[config.mk]
export PLATFORM = sky130hd
export DESIGN_NAME = sxr_redirect
export DESIGN_NICKNAME = d
export VERILOG_FILES = /design/src/logic/sxr_redirect.v /design/src/logic/sxr_sync.v
export VERILOG_INCLUDE_DIRS = /design/src /design/src/logic
export SDC_FILE = /design/constraint.sdc
export NUM_CORES = 1
export LEC_CHECK = 0
export ABC_AREA = 1
export ABC_CLOCK_PERIOD_IN_PS = 3350
export BUFFER_PORTS_ARGS = -buffer_cell sky130_fd_sc_hd__buf_2
export CELL_PAD_IN_SITES_DETAIL_PLACEMENT = 1
export CELL_PAD_IN_SITES_GLOBAL_PLACEMENT = 1
export CORE_UTILIZATION = 30
export CTS_CLUSTER_SIZE = 40
export DETAILED_ROUTE_END_ITERATION = 8
export PLACE_DENSITY = 0.9
export SYNTH_ARGS = -nofsm -noshare
export SYNTH_HDL_FRONTEND = slang
export SYNTH_SLANG_ARGS = --single-unit
[constraint.sdc]
create_clock -name ref_clk -period 3.35 [get_ports ref_clk]
set_input_delay 0.1675 -clock ref_clk [delete_from_list [all_inputs] [get_ports ref_clk]]
set_output_delay 0.1675 -clock ref_clk [all_outputs]
set_load 0.005 [all_outputs]
[src/logic/sxr_defines.vh]
/*
 holds constants of the security exception redirect block: vector, error
 code, exception class codes and reset values of the control flags.
 assumes inclusion by bare name from the block's design files.
*/
`ifndef SXR_DEFINES_VH
`define SXR_DEFINES_VH

`define SXR_VEC_W 8
`define SXR_VEC_SECURITY 8'h1e
`define SXR_ERR_W 32
`define SXR_ERR_INIT_REDIRECT 32'h00000001
`define SXR_CLASS_W 2
`define SXR_CLASS_BENIGN 2'h0
`define SXR_CLASS_CONTRIB 2'h1
`define SXR_CLASS_PAGEFAULT 2'h2
`define SXR_RST_REDIRECT 1'b0
`define SXR_RST_DEBUG_DIS 1'b0
`define SXR_RST_WRAP_DIS 1'b0
`define SXR_RST_GLOBAL_INT_FLAG 1'b1

`endif

[src/logic/sxr_redirect.v]
/*
 security exception init redirect: diverts an external reinitialisation
 request into a security exception while redirect is enabled, and sets up
 the control flags when a startup interprocessor interrupt arrives after
 the bootstrap processor has performed the secure launch.
 assumes the init pin and startup pulse come from outside the clock domain,
 flag writes and dispatch acknowledge come from core logic on ref_clk.
*/
// Function
// - redirect enabled: an external init becomes a security exception, no reinit
// - security exception dispatches on vector 30 as a fault, like protection fault
// - security exception pushes error code 1, meaning init was redirected
// - security exception is contributory for double-fault escalation
// - startup ipi after secure launch sets redirect, debug, wrap flags, clears interrupt flag
`timescale 1ns/1ps
`include "sxr_defines.vh"
module sxr_redirect (
	input wire ref_clk,
	input wire rst_b,
	input wire init_pin,
	input wire startup_ipi_pin,
	input wire secure_launch_done,
	input wire flag_wr,
	input wire redirect_wr_val,
	input wire debug_disable_flag_wr_val,
	input wire address_wrap_disable_flag_wr_val,
	input wire global_interrupt_flag_wr,
	input wire global_interrupt_flag_wr_val,
	input wire dispatch_ack,
	output reg init_do_q,
	output reg exc_valid_q,
	output reg [`SXR_VEC_W-1:0] exc_vector_q,
	output reg exc_is_fault_q,
	output reg exc_has_err_q,
	output reg [`SXR_ERR_W-1:0] exc_err_code_q,
	output reg [`SXR_CLASS_W-1:0] exc_class_q,
	output reg redirect_en_q,
	output reg debug_disable_flag_q,
	output reg address_wrap_disable_flag_q,
	output reg global_interrupt_flag_q
);
	localparam ST_IDLE = 2'b01;
	localparam ST_PEND = 2'b10;

	wire init_s;
	wire sipi_s;
	wire init_rise;
	wire sipi_rise;
	wire init_seen;
	wire launch_sipi;
	wire raise_exc;
	wire take_exc;
	reg init_prev_q;
	reg sipi_prev_q;
	reg init_held_q;
	reg init_held_d;
	reg [1:0] state_q;
	reg [1:0] state_d;
	reg init_do_d;
	reg exc_valid_d;
	reg redirect_en_d;
	reg debug_disable_flag_d;
	reg address_wrap_disable_flag_d;
	reg global_interrupt_flag_d;

	sxr_sync u_sync_init (
		.ref_clk(ref_clk),
		.rst_b(rst_b),
		.async_in(init_pin),
		.sync_q(init_s)
	);

	sxr_sync u_sync_sipi (
		.ref_clk(ref_clk),
		.rst_b(rst_b),
		.async_in(startup_ipi_pin),
		.sync_q(sipi_s)
	);

	assign init_rise = init_s & ~init_prev_q;
	assign sipi_rise = sipi_s & ~sipi_prev_q;
	// init waits while the global interrupt flag is clear
	assign init_seen = (init_rise | init_held_q) & global_interrupt_flag_q;
	// startup event only counts after the secure launch
	assign launch_sipi = sipi_rise & secure_launch_done;
	assign raise_exc = (state_q == ST_IDLE) & (state_d == ST_PEND);
	assign take_exc = (state_q == ST_PEND) & dispatch_ack;

	// previous synchronised levels for edge detection
	always @(posedge ref_clk) begin
		if (!rst_b) begin
			init_prev_q <= 1'b0;
			sipi_prev_q <= 1'b0;
		end else begin
			init_prev_q <= init_s;
			sipi_prev_q <= sipi_s;
		end
	end

	// one held request at most; later ones merge into it
	always @* begin
		init_held_d = init_held_q;
		if (init_rise & ~global_interrupt_flag_q)
			init_held_d = 1'b1;
		else if (init_seen)
			init_held_d = 1'b0;
	end

	always @(posedge ref_clk) begin
		if (!rst_b)
			init_held_q <= 1'b0;
		else
			init_held_q <= init_held_d;
	end

	always @* begin
		state_d = state_q;
		case (state_q)
			ST_IDLE: begin
				if (init_seen & redirect_en_q)
					state_d = ST_PEND;
			end
			ST_PEND: begin
				if (dispatch_ack)
					state_d = ST_IDLE;
			end
			default: begin
				state_d = ST_IDLE;
			end
		endcase
	end

	always @(posedge ref_clk) begin
		if (!rst_b)
			state_q <= ST_IDLE;
		else
			state_q <= state_d;
	end

	// plain init when redirect is off
	always @* begin
		init_do_d = 1'b0;
		if (init_seen & ~redirect_en_q & (state_q == ST_IDLE))
			init_do_d = 1'b1;
	end

	// exception stays raised until dispatch takes it
	always @* begin
		exc_valid_d = exc_valid_q;
		if (raise_exc)
			exc_valid_d = 1'b1;
		else if (take_exc)
			exc_valid_d = 1'b0;
	end

	always @(posedge ref_clk) begin
		if (!rst_b) begin
			init_do_q <= 1'b0;
			exc_valid_q <= 1'b0;
		end else begin
			init_do_q <= init_do_d;
			exc_valid_q <= exc_valid_d;
		end
	end

	// fields keep the last exception after dispatch
	always @(posedge ref_clk) begin
		if (!rst_b) begin
			exc_vector_q <= {`SXR_VEC_W{1'b0}};
			exc_is_fault_q <= 1'b0;
			exc_has_err_q <= 1'b0;
			exc_err_code_q <= {`SXR_ERR_W{1'b0}};
			exc_class_q <= `SXR_CLASS_BENIGN;
		end else if (raise_exc) begin
			exc_vector_q <= `SXR_VEC_SECURITY;
			exc_is_fault_q <= 1'b1;
			exc_has_err_q <= 1'b1;
			exc_err_code_q <= `SXR_ERR_INIT_REDIRECT;
			exc_class_q <= `SXR_CLASS_CONTRIB;
		end
	end

	// startup ipi wins over a same-cycle software write
	always @* begin
		redirect_en_d = redirect_en_q;
		debug_disable_flag_d = debug_disable_flag_q;
		address_wrap_disable_flag_d = address_wrap_disable_flag_q;
		if (launch_sipi) begin
			redirect_en_d = 1'b1;
			debug_disable_flag_d = 1'b1;
			address_wrap_disable_flag_d = 1'b1;
		end else if (flag_wr) begin
			redirect_en_d = redirect_wr_val;
			debug_disable_flag_d = debug_disable_flag_wr_val;
			address_wrap_disable_flag_d = address_wrap_disable_flag_wr_val;
		end
	end

	always @* begin
		global_interrupt_flag_d = global_interrupt_flag_q;
		if (launch_sipi)
			global_interrupt_flag_d = 1'b0;
		else if (global_interrupt_flag_wr)
			global_interrupt_flag_d = global_interrupt_flag_wr_val;
	end

	always @(posedge ref_clk) begin
		if (!rst_b) begin
			redirect_en_q <= `SXR_RST_REDIRECT;
			debug_disable_flag_q <= `SXR_RST_DEBUG_DIS;
			address_wrap_disable_flag_q <= `SXR_RST_WRAP_DIS;
			global_interrupt_flag_q <= `SXR_RST_GLOBAL_INT_FLAG;
		end else begin
			redirect_en_q <= redirect_en_d;
			debug_disable_flag_q <= debug_disable_flag_d;
			address_wrap_disable_flag_q <= address_wrap_disable_flag_d;
			global_interrupt_flag_q <= global_interrupt_flag_d;
		end
	end
endmodule // sxr_redirect

[src/logic/sxr_sync.v]
/*
 two-flop synchroniser for one level from outside the clock domain.
 assumes a single clock and a synchronous active-low reset.
*/
`timescale 1ns/1ps
module sxr_sync (
	input wire ref_clk,
	input wire rst_b,
	input wire async_in,
	output reg sync_q
);
	reg meta_q;

	always @(posedge ref_clk) begin
		if (!rst_b) begin
			meta_q <= 1'b0;
			sync_q <= 1'b0;
		end else begin
			meta_q <= async_in;
			sync_q <= meta_q;
		end
	end
endmodule // sxr_sync

==> results_dict.tcl <==
set metrics [dict create \
    status "completed" \
    die_y_um 58.2 \
    synth_warnings 0 \
    ys_types 19 \
    grt_remaining_overflow 0 \
    dp_cells 180 \
    num_vias 643 \
    design.core.area_um2 3030 \
    crit_arrival_ps 1480 \
    ys_seq_area_share_pct 33.8 \
    via_per_inst 3.49 \
    finalPower_mw 0.400 \
    finalCritPeriodShare_pct 37.5 \
    p_leak_nw 0.565 \
    crit_chain "inv_1 > ha_1 > inv_1 > nand3_2 > nor2_2 > nor2_1 > nor2_1" \
    switchingPower_mw 0.108 \
    clock_skew_ps 3.48 \
    cts_buffers 3 \
    synth_top_area_share_pct 34.0 \
    p_seq_share_pct 52.4 \
    rr_startpoint "state_q[0]" \
    wirelength_um 1490 \
    portBuffers 25 \
    holdCritStartpoint "startup_ipi_pin" \
    power.share.switching_pct 27.1 \
    critPathSlowestCell "dfxtp_1" \
    power.density_nw_per_um2 413 \
    cts_buffer_depth 2 \
    tritoncts "built" \
    tns_ps 0 \
    setup_viol 0 \
    diodes 0 \
    final.min_clock_period_ps 1260 \
    ios 62 \
    finalNonFillerCells 184 \
    crit_type "reg -> reg" \
    drv_slew 0 \
    hold_buffers 0 \
    ys_ff_latch 16 \
    die_w_um 58.2 \
    drive_gt1_share_pct 27.1 \
    synth_area_leaders "buf_4 (34%), dfxtp_1 (34%), nand2_1 (6.3%), inv_1 (4.7%), nand3_2 (3.2%)" \
    cts_resized 0 \
    hold_ws_ps 68.0 \
    synth_cells 120 \
    antenna_found_initial 0 \
    hpwlAfterDp_um 1270 \
    avgSynthCellArea_um2 7.90 \
    cts_setup_buffers 0 \
    rsz0062_at_grt "false" \
    cts_root_buf "clkbuf_4" \
    n_fill_cell 402 \
    fin_nets 155 \
    clkPwrFrac_pct 31.0 \
    drc 0 \
    wl_per_cell_um 8.11 \
    cp_max_fo 4 \
    hold_viol_final 0 \
    internal_power_mw 0.291 \
    cp_num_buf_inv 2 \
    h-tree-depth 1 \
    grt_use_total_pct 8.95 \
    vdd_drop_max_mv 0.105 \
    clkSlewWorstSetupHoldPaths_ps 90 \
    end_kind "register" \
    power_frac_comb_pct 16.6 \
    netlist.top_cell.by_area "buf_4" \
    row_count 20 \
    grt_pass1_wl_um 2360 \
    antenna_left 0 \
    max_stage_delay_ps 400 \
    first_global_vias 572 \
    cp-start-kind "register" \
    post_synth_instance_area_um2 948 \
    hp-class "in -> reg" \
    maxCapViolCount 0 \
    drt_iter0_markers 4 \
    syn2layout_area_growth_pct 2.11 \
    max_freq_mhz 796 \
    grt_max_degree 11 \
    drtPass1Iterations 4 \
    crit_path_start "state_q[0]" \
    clock_latency_ps 280 \
    place_congestion 0.744 \
    clock_sinks 16 \
    start_util_pct 31.3 \
    die-area_um2 3390 \
    required_ps 3570 \
    crit_family "flip-flops" \
]
==> cell families after synthesis <==
| kind of cell | count (synthesis) | share of synthesized area [%] |
|---|---|---|
| buffers and inverters | 59 | 40.5 |
| AOI/OAI and AO/OA | 10 | 6.33 |
| and+or+nand+nor | 31 | 15.3 |
| DFF | 16 | 33.8 |
| adders and majority gates | 2 | 2.64 |
| other | 1 | 0.395 |
| muxes | 1 | 1.06 |
==> final cells by class <==
type / instances / area (um2) / share of cell area, %
Clock buffer: 4 / 36.3 / 3.75
Inverter: 15 / 56.3 / 5.81
Multi-Input combinational cell: 80 / 375 / 38.8
Sequential cell: 16 / 320 / 33.1
Tap cell: 44 / 55.1 / 5.68
Timing Repair Buffer: 25 / 125 / 12.9
==> layer usage <==
metal	vias up	wire length (um)	part of all wire [%]	global-route usage [%]
met2	26	812	54	17.1
li1	324	-	-	-
met4	0	0	0	2.04
met5	-	0	0	0
met3	0	102	6.8	2.23
met1	293	578	39	9.85
==> placed cells by master, fill, tap and decap left out <==
cell	netlist	final
buf_2	1	25
mux2i_1	1	1
conb_1	1	36
nand4_1	2	2
o21ai_1	1	1
ha_1	2	2
clkbuf_4	0	3
a21boi_0	1	1
dfxtp_1	16	16
nor2_1	8	8
a21oi_1	5	5
nor2_2	1	1
clkbuf_8	0	1
a211oi_2	1	1
inv_2	3	3
o21ai_0	2	2
nand2_1	16	16
nand2_2	1	1
inv_1	12	12
nand3_2	3	3
==> metrics by stage <==
| stage | area (um2) | setup slack [ps] | utilization, % |
|---|---|---|---|
| global route | 968 | 1910 | 32.0 |
| floorplan | 1080 | 2220 | - |
| finish | 968 | 2090 | 32.0 |
| CTS | 968 | 2080 | 32.0 |
| global placement | 932 | 2190 | 30.8 |
| detailed placement | 932 | 2110 | 30.8 |
==> final timing paths <==
kind              cells past startpoint  slack [ps]            endpoint
hold / removal                        3          70  u_sync_sipi.meta_q
setup reg to reg                      7        2090      exc_class_q[0]
hold reg to reg                       2         430  u_sync_sipi.sync_q
setup / recovery                      7        2090      exc_class_q[0]
==> power by group through the flow <==
| stage | clock network, mW | logic [mW] | registers (mW) |
|---|---|---|---|
| after CTS | 0.130 | 0.0663 | 0.210 |
| after floorplan | 0 | 0.0786 | 0.213 |
| final | 0.124 | 0.0664 | 0.209 |
| after global placement | 0 | 0.0639 | 0.213 |
| after global routing | 0.135 | 0.0763 | 0.211 |
| after detailed placement | 0 | 0.0659 | 0.214 |
==> cells in the mapped netlist <==
| cell | count |
|---|---|
| buf_4 | 43 |
| dfxtp_1 | 16 |
| nand2_1 | 16 |
| inv_1 | 12 |
| nor2_1 | 8 |
| a21oi_1 | 5 |
| inv_2 | 3 |
| nand3_2 | 3 |
| ha_1 | 2 |
| nand4_1 | 2 |
| o21ai_0 | 2 |
| a211oi_2 | 1 |
| a21boi_0 | 1 |
| buf_2 | 1 |
| conb_1 | 1 |
| mux2i_1 | 1 |
| nand2_2 | 1 |
| nor2_2 | 1 |
| o21ai_1 | 1 |
==> worst reg2reg max path, cell delays in order, from the launching register on <==
cell     delay [ps]
dfxtp_1         400
inv_1            70
ha_1            310
inv_1           100
nand3_2          80
nor2_2          110
nor2_1           50
nor2_1           80
==> sequential cells by signal (all words and copies together), names as in the netlist <==
register                     count
global_interrupt_flag_q          1
init_do_q                        1
exc_class_q                      1
exc_valid_q                      1
u_sync_init.sync_q               1
u_sync_sipi.meta_q               1
debug_disable_flag_q             1
init_held_q                      1
init_prev_q                      1
state_q                          2
u_sync_sipi.sync_q               1
u_sync_init.meta_q               1
sipi_prev_q                      1
redirect_en_q                    1
address_wrap_disable_flag_q      1
Power figures use the tool's default switching activity.
